$ cat src/common/sec_regs.svh
/*
 * constants of the management-mode entry and exit control: opcode bytes,
 * entry values, control bit positions, save slot offsets.
 * assumes it is included by bare name from design files.
 */
`ifndef SEC_REGS_SVH
`define SEC_REGS_SVH

// resume instruction opcode bytes
`define SEC_RESUME_OP0 8'h0F
`define SEC_RESUME_OP1 8'hAA

// values loaded on entry, and the base loaded at reset
`define SEC_FLAGS_INIT 32'h0000_0002
`define SEC_DEBUG_INIT 32'h0000_0400
`define SEC_IP_INIT 32'h0000_8000
`define SEC_CS_SEL_INIT 16'h3000
`define SEC_BASE_INIT 32'h0003_0000
`define SEC_ZERO32 32'h0000_0000

// save area sits at base plus this offset plus the slot offset
`define SEC_SAVE_OFS 32'h0000_8000
// base must be 32-Kbyte aligned: these low bits must be zero
`define SEC_ALIGN_MASK 32'h0000_7FFF

// control register zero bit positions
`define SEC_PROT_BIT 0
`define SEC_COPRO_BIT 2
`define SEC_FPU_SW_BIT 3
`define SEC_WT_OFF_BIT 29
`define SEC_CACHE_OFF_BIT 30
`define SEC_PAGING_BIT 31

// save slot offsets, in save order
`define SEC_SLOT_CTRL0 32'h0000_7FFC
`define SEC_SLOT_FLAGS 32'h0000_7FF4
`define SEC_SLOT_IP 32'h0000_7FF0
`define SEC_SLOT_HALT 32'h0000_7F02
`define SEC_SLOT_IO 32'h0000_7F00
`define SEC_SLOT_DUMP 32'h0000_7EF8
`define SEC_SLOT_COUNT 3'h6
`define SEC_IDX_HALT 3'h3
`define SEC_IDX_IO 3'h4
`define SEC_IDX_DUMP 3'h5
`define SEC_IO_RESTART_ON 8'hFF

// real-address segment base shift
`define SEC_SEG_SHIFT 4

`endif

$ cat src/common/sec_pkg.sv
/*
 * types of the management-mode entry and exit control.
 * assumes nothing beyond a SystemVerilog compiler.
 */
package sec_pkg;

    // controller states, one-hot
    typedef enum logic [5:0] {
        ST_IDLE = 6'b000001,
        ST_DRAIN = 6'b000010,
        ST_SAVE = 6'b000100,
        ST_HANDLER = 6'b001000,
        ST_RESTORE = 6'b010000,
        ST_SHUTDOWN = 6'b100000
    } sec_state_type;

endpackage : sec_pkg

$ cat src/rtl/sec_top.sv
/*
 * management-mode entry and exit control: request latch and priority,
 * store drain, acknowledge, context save, entry register values, resume
 * checks, restart slots, base relocation and shutdown.
 * assumes the core presents decoded opcodes at instruction boundaries,
 * supplies context words by save index and hands back reloaded slots.
 */
`timescale 1ns/1ns
`include "sec_regs.svh"

module sec_top (
    input wire logic i_clk,
    input wire logic i_rstn,
    input wire logic i_smm_request,
    input wire logic i_insn_boundary,
    input wire logic i_opcode_valid,
    input wire logic [7:0] i_opcode_byte0,
    input wire logic [7:0] i_opcode_byte1,
    input wire logic i_store_pending,
    input wire logic i_cycle_ready,
    input wire logic i_burst_ready,
    input wire logic i_hold,
    input wire logic i_address_float_request,
    input wire logic i_bus_backoff,
    input wire logic i_debug_pending,
    input wire logic i_ext_int_pending,
    input wire logic i_halted,
    input wire logic i_io_trapped,
    input wire logic i_nmi,
    input wire logic [31:0] i_save_data,
    input wire logic [31:0] i_ctrl0,
    input wire logic i_restore_valid,
    input wire logic [31:0] i_rst_dump_base,
    input wire logic [31:0] i_rst_ctrl0,
    input wire logic i_rst_halt_restart,
    input wire logic [7:0] i_rst_io_restart,
    input wire logic i_seg_load,
    input wire logic [15:0] i_seg_selector,
    output logic o_smm_active_ack_n,
    output logic o_in_smm,
    output logic o_invalid_opcode,
    output logic o_shutdown,
    output logic o_shutdown_cycle,
    output logic o_events_held,
    output logic o_mem_wr,
    output logic [31:0] o_mem_addr,
    output logic [31:0] o_mem_data,
    output logic [2:0] o_save_index,
    output logic o_load_entry,
    output logic [31:0] o_flags,
    output logic [31:0] o_debug_ctrl,
    output logic [31:0] o_ip,
    output logic [31:0] o_ctrl0,
    output logic [15:0] o_cs_sel,
    output logic [31:0] o_cs_base,
    output logic [31:0] o_seg_base,
    output logic o_int_block,
    output logic [31:0] o_smm_base,
    output logic o_resume_done,
    output logic o_restart_halt,
    output logic o_restart_io
);

    sec_pkg::sec_state_type state, next_state; // controller state
    logic pending, next_pending; // one latched request
    logic halt_at_entry, next_halt_at_entry; // request interrupted a halt
    logic io_at_entry, next_io_at_entry; // request came from an io access
    logic next_in_smm, next_ack_n, next_inv, next_shut, next_shut_cyc;
    logic next_held, next_mem_wr, next_load, next_int_block, next_done;
    logic next_rhalt, next_rio;
    logic [2:0] next_idx;
    logic [31:0] next_addr, next_data, next_flags, next_dbg, next_ip;
    logic [31:0] next_ctrl0, next_cs_base, next_seg_base, next_base;
    logic [15:0] next_cs_sel;
    logic is_resume; // resume opcode at this boundary
    logic fault; // reloaded state invalid
    logic req_seen; // a request is live or latched
    logic bus_free; // no arbitration input holds the bus
    logic wr_done; // current save write acknowledged

    // slot offset of each saved item, used for first and later writes
    function automatic logic [31:0] slot_ofs(input logic [2:0] idx);
        logic [31:0] ofs;
        ofs = `SEC_SLOT_CTRL0;
        case (idx)
            3'h1: ofs = `SEC_SLOT_FLAGS;
            3'h2: ofs = `SEC_SLOT_IP;
            3'h3: ofs = `SEC_SLOT_HALT;
            3'h4: ofs = `SEC_SLOT_IO;
            3'h5: ofs = `SEC_SLOT_DUMP;
            default: ofs = `SEC_SLOT_CTRL0;
        endcase
        return ofs;
    endfunction : slot_ofs

    // word saved for an index; halt and io slots are built here
    function automatic logic [31:0] save_word(input logic [2:0] idx, input logic halted,
                                              input logic [31:0] core, input logic [31:0] base);
        logic [31:0] w;
        w = core;
        if (idx == `SEC_IDX_HALT) begin
            w = {31'h0, halted};
        end else if (idx == `SEC_IDX_IO) begin
            w = `SEC_ZERO32;
        end else if (idx == `SEC_IDX_DUMP) begin
            w = base;
        end
        return w;
    endfunction : save_word

    sec_opcode_decode u_decode (
        .i_valid(i_opcode_valid),
        .i_byte0(i_opcode_byte0),
        .i_byte1(i_opcode_byte1),
        .o_is_resume(is_resume)
    );

    sec_resume_check u_check (
        .i_dump_base(i_rst_dump_base),
        .i_ctrl0(i_rst_ctrl0),
        .o_fault(fault)
    );

    // bus status terms
    always_comb begin
        bus_free = !i_hold && !i_address_float_request && !i_bus_backoff;
        wr_done = o_mem_wr && (i_cycle_ready || i_burst_ready) && bus_free;
        req_seen = i_smm_request || pending;
    end

    // next values of the whole controller
    always_comb begin
        next_state = state;
        next_pending = pending;
        next_halt_at_entry = halt_at_entry;
        next_io_at_entry = io_at_entry;
        next_in_smm = o_in_smm;
        next_ack_n = o_smm_active_ack_n;
        next_inv = 1'b0;
        next_shut = o_shutdown;
        next_shut_cyc = 1'b0;
        next_held = 1'b0;
        next_mem_wr = o_mem_wr;
        next_idx = o_save_index;
        next_addr = o_mem_addr;
        next_data = o_mem_data;
        next_load = 1'b0;
        next_flags = o_flags;
        next_dbg = o_debug_ctrl;
        next_ip = o_ip;
        next_ctrl0 = o_ctrl0;
        next_cs_sel = o_cs_sel;
        next_cs_base = o_cs_base;
        next_seg_base = o_seg_base;
        next_int_block = o_int_block;
        next_base = o_smm_base;
        next_done = 1'b0;
        next_rhalt = o_restart_halt;
        next_rio = o_restart_io;
        // a request outside idle boundaries is kept; set and take never fall in one cycle
        if (i_smm_request && !(state == sec_pkg::ST_IDLE && i_insn_boundary)) begin
            next_pending = 1'b1;
        end
        // selector loads inside the mode use real-address bases
        if (o_in_smm && i_seg_load) begin
            next_seg_base = {12'h000, i_seg_selector, 4'h0};
        end
        unique case (state)
            sec_pkg::ST_IDLE: begin
                if (i_insn_boundary && req_seen) begin
                    // request outranks debug traps and interrupts
                    next_held = i_debug_pending || i_ext_int_pending;
                    next_pending = 1'b0;
                    next_halt_at_entry = i_halted;
                    next_io_at_entry = i_io_trapped;
                    next_rhalt = 1'b0;
                    next_rio = 1'b0;
                    next_state = sec_pkg::ST_DRAIN;
                end else if (i_insn_boundary && is_resume) begin
                    next_inv = 1'b1;
                end
            end
            sec_pkg::ST_DRAIN: begin
                // wait until the write buffers are empty
                if (!i_store_pending) begin
                    next_ack_n = 1'b0;
                    next_idx = 3'h0;
                    next_addr = o_smm_base + `SEC_SAVE_OFS + slot_ofs(3'h0);
                    next_data = save_word(3'h0, halt_at_entry, i_save_data, o_smm_base);
                    next_mem_wr = 1'b1;
                    next_state = sec_pkg::ST_SAVE;
                end
            end
            sec_pkg::ST_SAVE: begin
                // a write is only done when the bus is ours and ready
                if (wr_done) begin
                    if (o_save_index == `SEC_SLOT_COUNT - 3'h1) begin
                        next_mem_wr = 1'b0;
                        next_load = 1'b1;
                        next_in_smm = 1'b1;
                        next_flags = `SEC_FLAGS_INIT;
                        next_dbg = `SEC_DEBUG_INIT;
                        next_ip = `SEC_IP_INIT;
                        next_ctrl0 = i_ctrl0;
                        next_ctrl0[`SEC_PROT_BIT] = 1'b0;
                        next_ctrl0[`SEC_COPRO_BIT] = 1'b0;
                        next_ctrl0[`SEC_FPU_SW_BIT] = 1'b0;
                        next_ctrl0[`SEC_PAGING_BIT] = 1'b0;
                        // selector is fixed even if the base was moved
                        next_cs_sel = `SEC_CS_SEL_INIT;
                        next_cs_base = o_smm_base;
                        next_seg_base = `SEC_ZERO32;
                        next_int_block = 1'b1;
                        next_state = sec_pkg::ST_HANDLER;
                    end else begin
                        next_idx = o_save_index + 3'h1;
                        next_addr = o_smm_base + `SEC_SAVE_OFS + slot_ofs(next_idx);
                        next_data = save_word(next_idx, halt_at_entry, i_save_data, o_smm_base);
                    end
                end
            end
            sec_pkg::ST_HANDLER: begin
                // resume is legal here; further requests only latch
                if (i_insn_boundary && is_resume) begin
                    next_state = sec_pkg::ST_RESTORE;
                end
            end
            sec_pkg::ST_RESTORE: begin
                if (i_restore_valid && fault) begin
                    next_shut = 1'b1;
                    next_shut_cyc = 1'b1;
                    next_state = sec_pkg::ST_SHUTDOWN;
                end else if (i_restore_valid) begin
                    next_base = i_rst_dump_base;
                    next_rhalt = halt_at_entry && i_rst_halt_restart;
                    next_rio = io_at_entry && (i_rst_io_restart == `SEC_IO_RESTART_ON);
                    next_ack_n = 1'b1;
                    next_in_smm = 1'b0;
                    next_int_block = 1'b0;
                    next_done = 1'b1;
                    next_state = sec_pkg::ST_IDLE;
                end
            end
            sec_pkg::ST_SHUTDOWN: begin
                // only an nmi wakes it; the mode is abandoned
                if (i_nmi) begin
                    next_shut = 1'b0;
                    next_ack_n = 1'b1;
                    next_in_smm = 1'b0;
                    next_int_block = 1'b0;
                    next_state = sec_pkg::ST_IDLE;
                end
            end
            default: begin
                next_state = sec_pkg::ST_IDLE;
            end
        endcase
    end

    // register stage; reset leaves the mode at once
    always_ff @(posedge i_clk or negedge i_rstn) begin
        if (!i_rstn) begin
            state <= sec_pkg::ST_IDLE;
            pending <= 1'b0;
            halt_at_entry <= 1'b0;
            io_at_entry <= 1'b0;
            o_in_smm <= 1'b0;
            o_smm_active_ack_n <= 1'b1;
            o_invalid_opcode <= 1'b0;
            o_shutdown <= 1'b0;
            o_shutdown_cycle <= 1'b0;
            o_events_held <= 1'b0;
            o_mem_wr <= 1'b0;
            o_save_index <= 3'h0;
            o_mem_addr <= `SEC_ZERO32;
            o_mem_data <= `SEC_ZERO32;
            o_load_entry <= 1'b0;
            o_flags <= `SEC_ZERO32;
            o_debug_ctrl <= `SEC_ZERO32;
            o_ip <= `SEC_ZERO32;
            o_ctrl0 <= `SEC_ZERO32;
            o_cs_sel <= 16'h0000;
            o_cs_base <= `SEC_ZERO32;
            o_seg_base <= `SEC_ZERO32;
            o_int_block <= 1'b0;
            o_smm_base <= `SEC_BASE_INIT;
            o_resume_done <= 1'b0;
            o_restart_halt <= 1'b0;
            o_restart_io <= 1'b0;
        end else begin
            state <= next_state;
            pending <= next_pending;
            halt_at_entry <= next_halt_at_entry;
            io_at_entry <= next_io_at_entry;
            o_in_smm <= next_in_smm;
            o_smm_active_ack_n <= next_ack_n;
            o_invalid_opcode <= next_inv;
            o_shutdown <= next_shut;
            o_shutdown_cycle <= next_shut_cyc;
            o_events_held <= next_held;
            o_mem_wr <= next_mem_wr;
            o_save_index <= next_idx;
            o_mem_addr <= next_addr;
            o_mem_data <= next_data;
            o_load_entry <= next_load;
            o_flags <= next_flags;
            o_debug_ctrl <= next_dbg;
            o_ip <= next_ip;
            o_ctrl0 <= next_ctrl0;
            o_cs_sel <= next_cs_sel;
            o_cs_base <= next_cs_base;
            o_seg_base <= next_seg_base;
            o_int_block <= next_int_block;
            o_smm_base <= next_base;
            o_resume_done <= next_done;
            o_restart_halt <= next_rhalt;
            o_restart_io <= next_rio;
        end
    end
endmodule : sec_top

$ cat src/rtl/sec_opcode_decode.sv
/*
 * recognises the two-byte resume instruction among decoded opcodes.
 * assumes bytes are presented together with a valid qualifier.
 */
`timescale 1ns/1ns
`include "sec_regs.svh"

module sec_opcode_decode (
    input wire logic i_valid,
    input wire logic [7:0] i_byte0,
    input wire logic [7:0] i_byte1,
    output logic o_is_resume
);

    // both bytes must match; a lone first byte is any other extended opcode
    always_comb begin
        o_is_resume = i_valid && (i_byte0 == `SEC_RESUME_OP0) && (i_byte1 == `SEC_RESUME_OP1);
    end

endmodule : sec_opcode_decode

$ cat src/rtl/sec_resume_check.sv
/*
 * validity check of state reloaded by the resume instruction.
 * assumes the reloaded dump base and control register are stable inputs.
 */
`timescale 1ns/1ns
`include "sec_regs.svh"

module sec_resume_check (
    input wire logic [31:0] i_dump_base,
    input wire logic [31:0] i_ctrl0,
    output logic o_fault
);

    logic misaligned; // base not on a 32-Kbyte boundary
    logic bad_ctrl; // illegal control bit combination

    // either failure sends the device to shutdown
    always_comb begin
        misaligned = (i_dump_base & `SEC_ALIGN_MASK) != `SEC_ZERO32;
        bad_ctrl = (i_ctrl0[`SEC_PAGING_BIT] && !i_ctrl0[`SEC_PROT_BIT])
            || (i_ctrl0[`SEC_WT_OFF_BIT] && !i_ctrl0[`SEC_CACHE_OFF_BIT]);
        o_fault = misaligned || bad_ctrl;
    end

endmodule : sec_resume_check

$ cat config.mk
export PLATFORM = sky130hd
export DESIGN_NAME = sec_top
export DESIGN_NICKNAME = d
export VERILOG_FILES = /design/src/common/sec_pkg.sv /design/src/rtl/sec_top.sv /design/src/rtl/sec_opcode_decode.sv /design/src/rtl/sec_resume_check.sv
export VERILOG_INCLUDE_DIRS = /design/src /design/src/common
export SDC_FILE = /design/constraint.sdc
export NUM_CORES = 1
export LEC_CHECK = 0
export BUFFER_PORTS_ARGS = -buffer_cell sky130_fd_sc_hd__buf_2
export CORE_ASPECT_RATIO = 1.5
export CORE_MARGIN = 2
export CORE_UTILIZATION = 25
export CTS_CLUSTER_SIZE = 8
export DETAILED_ROUTE_END_ITERATION = 10
export PLACE_DENSITY = 0.6
export SLEW_MARGIN = 10
export SYNTH_ARGS = -nofsm -noshare
export SYNTH_HDL_FRONTEND = slang
export SYNTH_SLANG_ARGS = --single-unit
$ cat constraint.sdc
create_clock -name i_clk -period 8.1 [get_ports i_clk]
set_input_delay 1.215 -clock i_clk [delete_from_list [all_inputs] [get_ports i_clk]]
set_output_delay 1.215 -clock i_clk [all_outputs]
set_load 0.1 [all_outputs]
### Word level (Yosys, flattened, before mapping)

Index checks and enable logic that the tools add are counted.

| cells by class | value |
|---|---|
| equal/unequal tests | 26 |
| multiplexer cells | 72 |
| bitwise logic cells | 1 |
| reduce and logical (&&, ||, !) cells | 43 |
| add/sub/neg operators | 4 |

Operators with widths:

| cell | count |
|---|---|
| $mux W32 | 16 |
| $pmux W32 S2 | 2 |
| $mux W6 | 8 |
| $pmux W9 S5 | 1 |
| $pmux W6 S6 | 1 |
| $mux W1 | 34 |
| $add A32 B15 Y32 const B | 1 |
| $add A32 B16 Y32 const B | 1 |
| $add A32 B32 Y32 | 1 |
| $reduce_bool A32 Y1 | 1 |
| $ne A2 B2 Y1 const B | 9 |
| $eq A8 B8 Y1 const B | 2 |
| $logic_and A1 B1 Y1 | 16 |
| $reduce_and A4 Y1 | 3 |
| $eq A3 B3 Y1 const B | 3 |
| $mux W3 | 3 |
| $reduce_and A3 Y1 | 3 |
| $eq A8 B4 Y1 const B | 1 |
| $pmux W1 S2 | 4 |
| $reduce_and A7 Y1 | 1 |
| $eq A3 B2 Y1 const B | 2 |
| $eq A6 B1 Y1 const B | 1 |
| $eq A6 B2 Y1 const B | 1 |
| $eq A6 B3 Y1 const B | 1 |
| 17 further kinds | 30 |

| storage, ports and cells | value |
|---|---|
| input bits | 187 |
| output and inout port bits | 319 |
| register bits after elaboration | 213 |
| logic and storage cells | 170 |

### Depth between registers and ports, before layout

Gate-level depths: netlist of the first run.

| depth | value |
|---|---|
| depth in word-level cells | 10 |
| depth in mapped cells | 15 |
| gate-level depth less buffers | 15 |

### Modules after synthesis

A second synthesis of the first run with hierarchy kept.

| second synthesis, totals | value |
|---|---|
| cells, all modules | 1,248 |
| area, all modules | 11,084.4 µm² |

Modules (own cells, without submodules):

| module | area an instance (µm²) | cells each | times used | sequential area each (µm²) |
|---|---|---|---|---|
| sec_top | 10,978.0 | 1,232 | 1 | 5,310.1 |
| sec_opcode_decode | 56.3 | 7 | 1 | 0.0 |
| sec_resume_check | 50.0 | 9 | 1 | 0.0 |

### Worst setup path before layout of the first run

No wires, ideal clock.

| path | value |
|---|---|
| kind | register to register |
| start | reg o_save_index[0] |
| end | reg o_mem_addr[28] |
| data arrival time | 3.779 ns |
| stages on the path, launching flop included | 14 |
| setup time | 0.124 ns |
| period minus slack after synthesis | 3.903 ns |
| setup slack | 4.197 ns |
| buffers on the path | 0 |
| data required time | 7.976 ns |
| path through | dfrtp_1 -> ha_1 -> ha_1 -> and2_1 -> nor2_1 -> a211o_1 -> ha_1 -> o211ai_1 -> o21a_1 -> a21oi_1 -> o31ai_2 -> a2111oi_0 -> nand3_1 -> nor3b_1 |

| between the ends | value |
|---|---|
| longest elaborated chain between the ends | 10 |
| elaborated cells between the ends (all ways) | 17 |
| those cells by class | add/sub (2); eq/ne (7); mux (7); reduce/logical (1) |

Ends and longest elaborated chain:

| item | RTL line | source |
|---|---|---|
| start: declaration | sec_top.sv:48 | `output logic [2:0] o_save_index,` |
| start signal: assignment | sec_top.sv:302 | `o_save_index <= next_idx;` |
| $add A3 B1 Y3 | sec_top.sv:216 | `next_idx = o_save_index + 3'h1;` |
| $eq A3 B3 Y1 (tied with other cells) | sec_top.sv:85 | `case (idx)` |
| $pmux W9 S5 | sec_top.sv:85 |  |
| $mux W32 | sec_top.sv:197 | `` if (o_save_index == `SEC_SLOT_COUNT - 3'h1) begin `` |
| $mux W32 | sec_top.sv:196 | `if (wr_done) begin` |
| $mux W32 | sec_top.sv:168 | `unique case (state)` |
| $add A32 B32 Y32 | sec_top.sv:217 | `` next_addr = o_smm_base + `SEC_SAVE_OFS + slot_ofs(next_idx); `` |
| $mux W32 | sec_top.sv:197 |  |
| $mux W32 | sec_top.sv:196 |  |
| $pmux W32 S2 | sec_top.sv:168 |  |
| end signal: assignment | sec_top.sv:275 | `` o_mem_addr <= `SEC_ZERO32; `` |
| end signal: assignment | sec_top.sv:303 | `o_mem_addr <= next_addr;` |
| end: declaration | sec_top.sv:46 | `output logic [31:0] o_mem_addr,` |

Several ways; a longest one is shown, not always the timed one. The select of a mux whose other input is x is not followed.
A chain may end at the register's enable or synchronous reset.

### Worst setup path in the final report of the first run

| path | value |
|---|---|
| start | reg o_save_index[1] |
| end | reg o_mem_addr[26] |

The elaborated chain is that of the path after synthesis.

==> results_tabular.tex, run 1 <==
\begin{tabular}{lr}
\hline
Metric & Value \\
\hline
\multicolumn{2}{l}{\textbf{Run status}} \\
Outcome & finished clean \\
\multicolumn{2}{l}{\textbf{Setup path}} \\
Crit path max-delay cell type & a2111oi\_1 \\
Buffers and inverters on the worst path & 0 \\
Crit-path max cell delay & 0.62 ns \\
Critical path fanouts, max & 7 \\
Endpoint class of the critical path & flop \\
Cell occurring most often along the worst timing path & ha\_1 \\
Critical path cell sequence & ha\_1 > ha\_1 > and2\_1 > nor2\_1 > a211o\_1 > ha\_1 > o211ai\_1 > o21a\_1 > a21oi\_1 > o31ai\_2 > a2111oi\_1 > xnor2\_1 > o21ai\_0 \\
Cell family with most CP delay & compound AO/OA/AOI/OAI gates \\
Startpoint Class & flop \\
Category of the critical setup timing path & reg2reg \\
WP data required & 8.50 ns \\
Data arrival, critical path & 4.34 ns \\
\multicolumn{2}{l}{\textbf{Min path}} \\
Classification of the worst-slack hold path & reg2reg \\
\multicolumn{2}{l}{\textbf{Clock tree}} \\
Number of sinks on the clock net & 212 \\
Clock slew seen by the registers of the worst setup and hold paths & 0.05 ns \\
CTS H-tree depth & 1 \\
Post-CTS Resized & 0 \\
Number of buffers created by CTS & 31 \\
Post-CTS Repair Setup Buffers & 0 \\
Clock latency on the worst-skew pair & 0.57 ns \\
TritonCTS clock tree & yes \\
CTS Hold Buffers Added & 0 \\
Cell chosen for the clock root & clkbuf\_16 \\
Clock Path Buffers & 3 \\
\multicolumn{2}{l}{\textbf{STA}} \\
Total negative setup slack & 0 ns \\
Time the worst path needs with I/O delays and setup & 3.931 ns \\
Max Transition Viols Final & 0 \\
Final count of negative-setup-slack endpoints & 0 \\
RSZ-0062 raised after global routing & no \\
Worst Skew & 0.02837 ns \\
FMAX & 254.4 MHz \\
Total count of hold-check failures in the final report & 0 \\
Worst Max-Slew Pin Slew & 1.092 ns \\
Worst relative slew slack & 26.97\% \\
Final Cycle Share & 48.54\% \\
\multicolumn{2}{l}{\textbf{Final layout}} \\
Final layout net count & 1,712 \\
Filler instances & 4,537 \\
Area added between synthesis and finish & 25.91\% \\
Share of post-route cells with drive strength above 1 & 29.24\% \\
Count of non-filler cells in the finished layout & 2,104 \\
\multicolumn{2}{l}{\textbf{Floorplan}} \\
I/O pin total & 506 \\
Height of the chip & 259.7 microns \\
Site row count & 93 \\
Horiz. Die Dim & 174.5 microns \\
Initial Util & 25.39\% \\
Placeable core region & 42,940 sq um \\
Die area & 45,320 sq um \\
\multicolumn{2}{l}{\textbf{Global route}} \\
Total overflow reported by the global router & 0 \\
Number of antenna violations at the first check in global routing & 2 \\
Global router's overall resource usage & 14.78\% \\
Number of global-route vias before repair & 9,159 \\
Maximum number of pins on one net before global-route repair & 112 \\
Wire length of the first global-routing pass & 52.77 mm \\
\multicolumn{2}{l}{\textbf{Synth}} \\
Main synth FF type & dfrtp\_1 \\
Synth top area cells & dfrtp\_1 (48\%), nand2\_1 (9.9\%), buf\_4 (8.1\%) \\
Synthesized flop and latch total & 212 \\
Async SR Flop Fraction & 100.0\% \\
Register area share after synthesis & 48.71\% \\
Area fraction of the dominant cell type after synthesis & 47.75\% \\
Synth Area per Inst & 9.261 sq um \\
Synth Warn \# & 0 \\
EDFF count, synth & 0 \\
Cell type contributing the most total cell area after synthesis & dfrtp\_1 \\
Mapped Cells & 1,177 \\
Combined area of all synthesized cells & 10,900 sq um \\
Post-synthesis cell type count & 66 \\
\multicolumn{2}{l}{\textbf{Pwr}} \\
Comb power frac & 49.7\% \\
Areal power density over the cells & 375.6 nW/um\^{}2 \\
Part of the power in the clock network & 23.3\% \\
Static Leak & 0.007470 uW \\
Switching power share of the total & 53.01\% \\
Max VDD drop & 0.0003478 V \\
Seq pwr share & 27.0\% \\
NetSw & 2733 uW \\
Internal Power & 2422 uW \\
\multicolumn{2}{l}{\textbf{Routing}} \\
Average routed wire per standard cell & 16.53 microns \\
Via Count & 9,231 \\
Antenna-violating nets left & 0 \\
DRC violation count after routing & 0 \\
Drt initial violations & 393 \\
Drt total wl & 34.79 mm \\
Number of iterations in the first detailed-routing pass & 5 \\
Ratio of routed vias to standard cells & 4.387 \\
\multicolumn{2}{l}{\textbf{Placement}} \\
GPL Wtd Cong & 0.8471 \\
Placed wire-length estimate & 25.23 mm \\
Port Buf Inserts & 362 \\
Number of placed instances, taps included & 2,045 \\
\multicolumn{2}{l}{\textbf{Flow run}} \\
Count of max-cap constraint violations & 0 \\
\hline
\end{tabular}
[Yosys cell counts, types with 3 or more instances]
cell,number
and2_1,4
mux2_2,19
and3_1,18
nor2b_1,18
a211oi_1,11
or2_2,4
nor2_1,54
o21ai_0,43
and4_1,3
nor4_1,7
nor4b_1,4
buf_4,117
o31ai_1,33
a31oi_1,7
o211ai_1,4
dfrtp_1,208
o21a_1,6
dfstp_2,4
a21oi_1,45
xnor2_1,28
or3_1,6
mux2i_1,27
a211o_1,3
nand3b_1,3
inv_1,20
a21o_1,6
nand2_1,288
clkbuf_1,54
nand2b_1,6
nor3b_1,4
buf_2,10
nor3_1,12
ha_1,16
nand3_1,16
xor2_1,13
nand4_1,16
[path summary, 6_finish.rpt]
path / from / endpoint / slack, ns / cells after the start
worst max-delay path: o_save_index[1] / o_mem_addr[26] / 4.17 / 13
worst min-delay path: o_cs_base[8] / o_cs_base[8] / 0.46 / 2
worst max register to register: o_save_index[1] / o_mem_addr[26] / 4.17 / 13
worst min register to register: o_cs_base[8] / o_cs_base[8] / 0.46 / 2
max in group asynchronous: i_rstn / o_mem_data[20] / 6.11 / 2
min in group asynchronous: i_rstn / o_cs_base[20] / 0.72 / 1
[cell type report]
cell class,count,area [sq um],share of cell area [%]
inverter,20,75.07,0.5470
clock inverter,2,17.52,0.1276
tap,570,713.2,5.196
clock buffer,55,885.9,6.455
sequential,212,5310,38.69
timing repair buffer,371,1889,13.77
multi-input combinational,872,4828,35.18
antenna,2,5.005,0.03647
[layout by cell type, fill, tap and decap left out, drive strengths merged, types with 18 or more instances in the layout]
| cell type | instances |
|---|---|
| inv | 21 |
| buf | 371 |
| and3 | 18 |
| conb | 111 |
| mux2 | 19 |
| o21ai | 47 |
| nand2 | 288 |
| clkbuf | 55 |
| nor2 | 56 |
| nor2b | 18 |
| a21oi | 45 |
| o31ai | 34 |
| dfrtp | 208 |
| mux2i | 27 |
| xnor2 | 28 |
[registers in the layout, indices dropped and copies added (netlist names), 3 cells and up]
register,flops
state,6
o_ctrl0,28
o_smm_base,32
o_mem_addr,32
o_mem_data,32
o_save_index,3
o_cs_base,32
o_seg_base,32
[tightest hold or removal path, stage by stage, from the launching register on]
cell and delay, ns:
dfrtp_1 0.33, nand2_1 0.05, nand2_1 0.05
[per-stage QoR]
step                      worst slack, ns  instance area, sq um  total power (uW)  hold WS, ns  utilization (%)
final                               4.169                 13720              5155       0.4642            31.96
after global routing                3.906                 13720              5396       0.4835            31.96
after CTS                           4.176                 13720              5218       0.4711            31.95
after detailed placement            4.193                 12820              3979       0.4575            29.85
after global placement              4.262                 12820              3947       0.4543            29.85
after floorplan                     4.197                 11310              3543       0.4796                -
[power by group through the flow]
stage	sequential (uW)	combinational [uW]	clock, uW
after global routing	1420	2680	1290
after detailed placement	1410	2570	0
after global placement	1400	2550	0
after CTS	1390	2570	1250
after floorplan	2740	806	0
final	1390	2560	1200
[routing by layer]
| metal | share of wire [%] | vias up | wire [microns] | GRT usage (%) |
|---|---|---|---|---|
| li1 | - | 4414 | - | - |
| met1 | 39 | 4363 | 13530 | 17.17 |
| met5 | 0 | - | 0 | 0 |
| met4 | 3.0 | 0 | 1049 | 5.671 |
| met3 | 7.3 | 61 | 2532 | 3.202 |
| met2 | 51 | 393 | 17670 | 26.50 |
[logic make-up (layout without fill, tap and decap cells)]
family	count (synthesis)	count (layout)	synth area share [%]
AO/OA/AOI/OAI	180	180	10.66
flip-flops	212	212	48.71
XOR/XNOR	41	41	3.294
other	1	113	0.03440
AND/OR/NAND/NOR	477	477	19.70
buffers and inverters	203	448	11.13
multiplexers	46	46	4.442
adder cells (fa/ha/maj)	17	17	2.020
Note: power is estimated with default switching activity, not from simulation.
==> run 2, diff against run 1 <==
- clock period: 8.1 -> 3.68 ns (I/O delays scaled with it)
==> run 2 against run 1 <==
Via count is 3.1% higher. Global-route usage is 0.95 points higher. Final area is 1.9% higher. First-iteration DRC count increased by 40%. Routed wire length rose by 7.4%. Setup slack got worse by 4.0 ns. Worst hold slack got worse by 0.46 ns. Maximum frequency grew 12%. Die area is the same. Non-clock buffer count increased by 20. Largest power group unchanged.
==> results_tabular.tex, run 2 (same netlist as run 1, synthesis figures left out) <==
\begin{tabular}{lr}
\hline
Metric & Value \\
\hline
\multicolumn{2}{l}{\textbf{Run status}} \\
Outcome & finished clean (unchanged) \\
\multicolumn{2}{l}{\textbf{Floorplan}} \\
Horiz. Die Dim & 174.5 microns (unchanged) \\
Height of the chip & 259.7 microns (unchanged) \\
Initial Util & 25.39\% (unchanged) \\
Placeable core region & 42,940 sq um (unchanged) \\
I/O pin total & 506 (unchanged) \\
Die area & 45,320 sq um (unchanged) \\
Site row count & 93 (unchanged) \\
\multicolumn{2}{l}{\textbf{STA}} \\
Final Cycle Share & 95.43\% (was 48.54\%) \\
Worst Max-Slew Pin Slew & 0.9842 ns (was 1.092 ns) \\
FMAX & 284.8 MHz (was 254.4 MHz) \\
Max Transition Viols Final & 0 (unchanged) \\
Final count of negative-setup-slack endpoints & 0 (unchanged) \\
Worst Skew & 0.01293 ns (was 0.02837 ns) \\
Time the worst path needs with I/O delays and setup & 3.512 ns (was 3.931 ns) \\
Total count of hold-check failures in the final report & 0 (unchanged) \\
Worst relative slew slack & 34.38\% (was 26.97\%) \\
\multicolumn{2}{l}{\textbf{Clock tree}} \\
Cell chosen for the clock root & clkbuf\_16 (unchanged) \\
Clock latency on the worst-skew pair & 0.56 ns (was 0.57 ns) \\
Number of buffers created by CTS & 30 (was 31) \\
Clock Path Buffers & 3 (unchanged) \\
Number of sinks on the clock net & 212 (unchanged) \\
Clock slew seen by the registers of the worst setup and hold paths & 0.06 ns (was 0.05 ns) \\
TritonCTS clock tree & yes (unchanged) \\
CTS H-tree depth & 1 (unchanged) \\
Post-CTS Repair Setup Buffers & 0 (unchanged) \\
\multicolumn{2}{l}{\textbf{Final layout}} \\
Count of non-filler cells in the finished layout & 2,122 (was 2,104) \\
Final layout net count & 1,731 (was 1,712) \\
Most common cell after layout, fill and taps aside & buf\_2 (unchanged) \\
Commonest non-fill, non-tap cells in the layout & buf\_2 (361), nand2\_1 (287), dfrtp\_1 (205) (was buf\_2 (361), nand2\_1 (287), dfrtp\_1 (208)) \\
Filler instances & 4,471 (was 4,537) \\
Area added between synthesis and finish & 28.29\% (was 25.91\%) \\
Share of post-route cells with drive strength above 1 & 31.05\% (was 29.24\%) \\
Post-layout instance area & 13,980 sq um (was 13,720 sq um) \\
\multicolumn{2}{l}{\textbf{Global route}} \\
Wire length of the first global-routing pass & 55.46 mm (was 52.77 mm) \\
Total overflow reported by the global router & 0 (unchanged) \\
Number of global-route vias before repair & 9,280 (was 9,159) \\
Global router's overall resource usage & 15.73\% (was 14.78\%) \\
Number of antenna violations at the first check in global routing & 3 (was 2) \\
Maximum number of pins on one net before global-route repair & 98 (was 112) \\
\multicolumn{2}{l}{\textbf{Routing}} \\
Average routed wire per standard cell & 17.60 microns (was 16.53 microns) \\
Ratio of routed vias to standard cells & 4.487 (was 4.387) \\
Via Count & 9,521 (was 9,231) \\
DRC violation count after routing & 0 (unchanged) \\
Antenna-violating nets left & 0 (unchanged) \\
Drt initial violations & 550 (was 393) \\
Drt total wl & 37.35 mm (was 34.79 mm) \\
Number of iterations in the first detailed-routing pass & 5 (unchanged) \\
\multicolumn{2}{l}{\textbf{Min path}} \\
Classification of the worst-slack hold path & in2async (was reg2reg) \\
\multicolumn{2}{l}{\textbf{Setup path}} \\
Critical path fanouts, max & 8 (was 7) \\
Category of the critical setup timing path & reg2reg (unchanged) \\
Data arrival, critical path & 3.91 ns (was 4.34 ns) \\
WP data required & 4.08 ns (was 8.50 ns) \\
Endpoint class of the critical path & flop (unchanged) \\
Startpoint Class & flop (unchanged) \\
\multicolumn{2}{l}{\textbf{Placement}} \\
Area post-placement & 13,010 sq um (was 12,820 sq um) \\
GPL Wtd Cong & 0.8831 (was 0.8471) \\
Number of placed instances, taps included & 2,065 (was 2,045) \\
Port Buf Inserts & 362 (unchanged) \\
Placed wire-length estimate & 27.28 mm (was 25.23 mm) \\
\multicolumn{2}{l}{\textbf{Flow run}} \\
Count of max-cap constraint violations & 0 (unchanged) \\
\multicolumn{2}{l}{\textbf{Pwr}} \\
Tot Pwr & 11,450 uW (was 5155 uW) \\
Max VDD drop & 0.0003667 V (was 0.0003478 V) \\
Areal power density over the cells & 818.9 nW/um\^{}2 (was 375.6 nW/um\^{}2) \\
Static Leak & 0.007568 uW (was 0.007470 uW) \\
\hline
\end{tabular}
run 2: changes by cell type in the layout (fill, tap and decap cells not counted), moves of 2 or more:
cell       before  now
a2111oi_0       2    0
dfrtp_1       208  205
a21oi_1        44   42
a2111oi_2       0    3
ha_1           16   12
o21ai_0        43   41
buf_4           9   26
dfrtp_2         0    3
ha_4            0    3
buf_12          0    3
o21ai_1         2    4
run 2: through the flow:
step	setup TNS, ns	utilization (%)	setup WS [ns]	hold WS (ns)
floorplan	0	-	0.02010	0.2564
global placement	0	30.29	0.01241	0.4535
detailed placement	-0.05866	30.29	-0.03140	0.4564
CTS	0	32.34	0.03894	0.03869
global route	-0.06465	32.57	-0.02951	0.06800
finish	0	32.57	0.1682	0.007213
run 2: worst paths after layout:
| check | startpoint | to | slack [ns] | depth (start not counted) |
|---|---|---|---|---|
| worst max-delay path | o_save_index[0] | o_mem_addr[31] | 0.17 | 15 |
| worst min-delay path | i_rstn | o_mem_data[2] | 0.007 | 1 |
| worst max register to register | o_save_index[0] | o_mem_addr[31] | 0.17 | 15 |
| worst min register to register | o_cs_base[4] | o_cs_base[4] | 0.47 | 2 |
| max in group asynchronous | i_rstn | o_smm_active_ack_n | 2.79 | 2 |
| min in group i_clk | i_ctrl0[13] | o_ctrl0[13] | 0.18 | 3 |
run 2: area by class of cell:
cell class,instances,area (sq um),share of cell area [%]
timing repair buffer,391,2077,14.85
tap,570,713.2,5.100
inverter,20,75.07,0.5368
sequential,212,5314,38.00
clock buffer,54,872.1,6.236
antenna,3,7.507,0.05368
multi-input combinational,872,4926,35.22
run 2: where the power goes:
part / total [uW] / switching (uW) / leakage, uW / internal [uW]
Combinational: 5760 / 4750 / 0.00434 / 1010
Clock: 2630 / 1060 / 0.000415 / 1570
Sequential: 3070 / 278 / 0.00282 / 2790
run 2: worst max-delay path, stage by stage (launching register included):
cell and delay (ns):
dfrtp_2 0.39, inv_1 0.09, ha_1 0.23, or2_2 0.31
a21oi_1 0.15, nor2_1 0.05, nor2_1 0.17, inv_1 0.08
fa_1 0.41, nand2b_1 0.23, a211oi_1 0.33, o41a_4 0.24
o21ai_4 0.12, nor4_2 0.30, xnor2_1 0.16, o21ai_0 0.10
run 2: repair_timing:
action / CTS / global route
gates resized for setup: 2 / 18
hold buffers: 0 / 0
pin swaps: 0 / 3
cloned: 0 / 0
setup endpoints to repair: 2 / 16
run 2: routing by layer:
metal	vias up	routed length (microns)	GRT usage, %
met1	4575	14430	18.45
met3	91	2018	2.105
met5	-	0	0
met4	0	1716	7.755
met2	411	19180	28.15
li1	4444	-	-
==> run 3, diff against run 2 <==
- MAX_ROUTING_LAYER: unset -> met4
==> run 3 against run 2 <==
Critical path depth down 2. Maximum frequency down 1.1%. Global-route usage up 0.36 points. Routed wire length down 0.74%. Flip-flop and latch count unchanged. Highest routed layer unchanged. First-iteration DRC count down 18%. Die area unchanged. Register-to-register slack worse by 0.04 ns.
==> results_tabular.tex, run 3 (same netlist as run 1, synthesis figures left out) <==
\begin{tabular}{lr}
\hline
Metric & Value \\
\hline
\multicolumn{2}{l}{\textbf{Clock tree}} \\
Number of sinks on the clock net & 212 (unchanged) \\
CTS H-tree depth & 1 (unchanged) \\
Clock latency on the worst-skew pair & 0.56 ns (about the same) \\
Clock slew seen by the registers of the worst setup and hold paths & 0.06 ns (about the same) \\
TritonCTS clock tree & yes (unchanged) \\
CTS Hold Buffers Added & 0 (unchanged) \\
Cell chosen for the clock root & clkbuf\_16 (unchanged) \\
Clock Path Buffers & 3 (unchanged) \\
Number of buffers created by CTS & 30 (unchanged) \\
\multicolumn{2}{l}{\textbf{Placement}} \\
Port Buf Inserts & 362 (unchanged) \\
Placed wire-length estimate & 27.31 mm (was 27.28 mm) \\
Area post-placement & 13,020 sq um (was 13,010 sq um) \\
Post-Place Setup Slack & -0.08371 ns (was -0.03140 ns) \\
GPL Wtd Cong & 0.8756 (was 0.8831) \\
\multicolumn{2}{l}{\textbf{Global route}} \\
Maximum number of pins on one net before global-route repair & 108 (was 98) \\
Number of global-route vias before repair & 9,434 (was 9,280) \\
Wire length of the first global-routing pass & 55.39 mm (was 55.46 mm) \\
Global router's overall resource usage & 16.09\% (was 15.73\%) \\
Total overflow reported by the global router & 0 (unchanged) \\
Number of antenna violations at the first check in global routing & 2 (was 3) \\
\multicolumn{2}{l}{\textbf{Final layout}} \\
Final layout net count & 1,732 (was 1,731) \\
Post-layout instance area & 14,000 sq um (was 13,980 sq um) \\
Commonest non-fill, non-tap cells in the layout & buf\_2 (361), nand2\_1 (287), dfrtp\_1 (205) (unchanged) \\
Share of post-route cells with drive strength above 1 & 31.12\% (was 31.05\%) \\
Filler instances & 4,523 (was 4,471) \\
Most common cell after layout, fill and taps aside & buf\_2 (unchanged) \\
Area added between synthesis and finish & 28.41\% (was 28.29\%) \\
\multicolumn{2}{l}{\textbf{Pwr}} \\
Seq pwr share & 26.8\% (about the same) \\
Areal power density over the cells & 820.3 nW/um\^{}2 (was 818.9 nW/um\^{}2) \\
Comb power frac & 50.5\% (was 50.3\%) \\
Switching power share of the total & 53.16\% (was 53.09\%) \\
Max VDD drop & 0.0005963 V (was 0.0003667 V) \\
Static Leak & 0.007571 uW (was 0.007568 uW) \\
Part of the power in the clock network & 22.7\% (was 22.9\%) \\
Tot Pwr & 11,480 uW (was 11,450 uW) \\
NetSw & 6104 uW (was 6080 uW) \\
Internal Power & 5377 uW (was 5373 uW) \\
\multicolumn{2}{l}{\textbf{Floorplan}} \\
I/O pin total & 506 (unchanged) \\
Horiz. Die Dim & 174.5 microns (unchanged) \\
Site row count & 93 (unchanged) \\
Die area & 45,320 sq um (unchanged) \\
Height of the chip & 259.7 microns (unchanged) \\
Initial Util & 25.39\% (unchanged) \\
Placeable core region & 42,940 sq um (unchanged) \\
\multicolumn{2}{l}{\textbf{STA}} \\
FMAX & 281.7 MHz (was 284.8 MHz) \\
Time the worst path needs with I/O delays and setup & 3.550 ns (was 3.512 ns) \\
Worst Max-Slew Pin Slew & 0.9739 ns (was 0.9842 ns) \\
Final count of negative-setup-slack endpoints & 0 (unchanged) \\
Worst relative slew slack & 35.07\% (was 34.38\%) \\
Total count of hold-check failures in the final report & 0 (unchanged) \\
Max Transition Viols Final & 0 (unchanged) \\
Final Cycle Share & 96.46\% (was 95.43\%) \\
Post-route setup slack & 0.1301 ns (was 0.1682 ns) \\
Worst Skew & 0.01639 ns (was 0.01293 ns) \\
\multicolumn{2}{l}{\textbf{Setup path}} \\
Critical path fanouts, max & 8 (unchanged) \\
Slack of the worst reg-to-reg path & 0.13 ns (was 0.17 ns) \\
Category of the critical setup timing path & reg2reg (unchanged) \\
Startpoint Class & flop (unchanged) \\
WP data required & 4.15 ns (was 4.08 ns) \\
Data arrival, critical path & 4.02 ns (was 3.91 ns) \\
Endpoint class of the critical path & flop (unchanged) \\
\multicolumn{2}{l}{\textbf{Run status}} \\
Outcome & finished clean (unchanged) \\
\multicolumn{2}{l}{\textbf{Routing}} \\
Antenna-violating nets left & 0 (unchanged) \\
DRC violation count after routing & 0 (unchanged) \\
Drt initial violations & 450 (was 550) \\
Via Count & 9,595 (was 9,521) \\
Number of iterations in the first detailed-routing pass & 5 (unchanged) \\
Drt total wl & 37.07 mm (was 37.35 mm) \\
Ratio of routed vias to standard cells & 4.517 (was 4.487) \\
Average routed wire per standard cell & 17.45 microns (was 17.60 microns) \\
\multicolumn{2}{l}{\textbf{Min path}} \\
Classification of the worst-slack hold path & in2async (unchanged) \\
\multicolumn{2}{l}{\textbf{Flow run}} \\
Count of max-cap constraint violations & 0 (unchanged) \\
\hline
\end{tabular}
[run 3: power groups by stage]
stage               logic (uW)  clock network [uW]  registers, uW
finish                    5800                2610           3070
global route              6050                2790           3140
CTS                       5740                2710           3080
detailed placement        5730                   0           3120
global placement          5670                   0           3090
floorplan                 1770                   0           6030
[run 3: path summary, 6_finish.rpt]
path | startpoint | endpoint | cells past startpoint
max in group asynchronous | i_rstn | state[0] | 2
setup reg to reg | o_save_index[0] | o_mem_addr[19] | 13
setup / recovery | o_save_index[0] | o_mem_addr[19] | 13
min in group i_clk | i_ctrl0[13] | o_ctrl0[13] | 3
hold / removal | i_rstn | o_mem_data[2] | 1
hold reg to reg | o_ctrl0[10] | o_ctrl0[10] | 2
[run 3: critical path, cell delays in order (launching register included)]
cell and delay (ns):
dfrtp_2 0.43, ha_1 0.24, ha_4 0.31, and2_1 0.18
nor2_1 0.07, a211o_2 0.36, ha_4 0.26, o21ai_1 0.22
a211oi_2 0.09, o41a_4 0.47, o21ai_4 0.33, o211ai_1 0.17
xnor2_1 0.15, a21oi_1 0.18
[run 3: repair_timing]
item / in CTS / in global routing
gates resized for setup: 3 / 17
pin swaps: 0 / 2
setup buffers: 0 / 0
endpoints found under the setup margin: 2 / 19
[run 3: area by class of cell]
class,instances,area (sq um),share of cell area [%]
tap,570,713.2,5.095
clock buffer,55,865.8,6.186
clock inverter,1,5.005,0.03576
sequential,212,5314,37.96
timing repair buffer,392,2085,14.89
antenna,2,5.005,0.03576
inverter,20,75.07,0.5363
multi-input combinational,872,4935,35.26
[run 3: through the flow]
step,std cells,util [%],hold slack [ns],TNS [ns]
3_3_place_gp,2066,30.31,0.4543,-0.03317
2_1_floorplan,1287,-,0.2564,0
3_5_place_dp,2066,30.31,0.4581,-0.1423
5_1_grt,2124,32.60,0.1084,-0.04694
6_report,2124,32.60,0.03563,0
4_1_cts,2122,32.36,0.08450,-0.003716
[run 3: layer usage]
metal	GRT usage, %	share of wire (%)	vias to the layer above
met5	-	0	-
met4	8.866	5.4	0
met3	1.886	5.1	109
met1	18.15	39	4620
met2	27.77	51	410
li1	-	-	4456
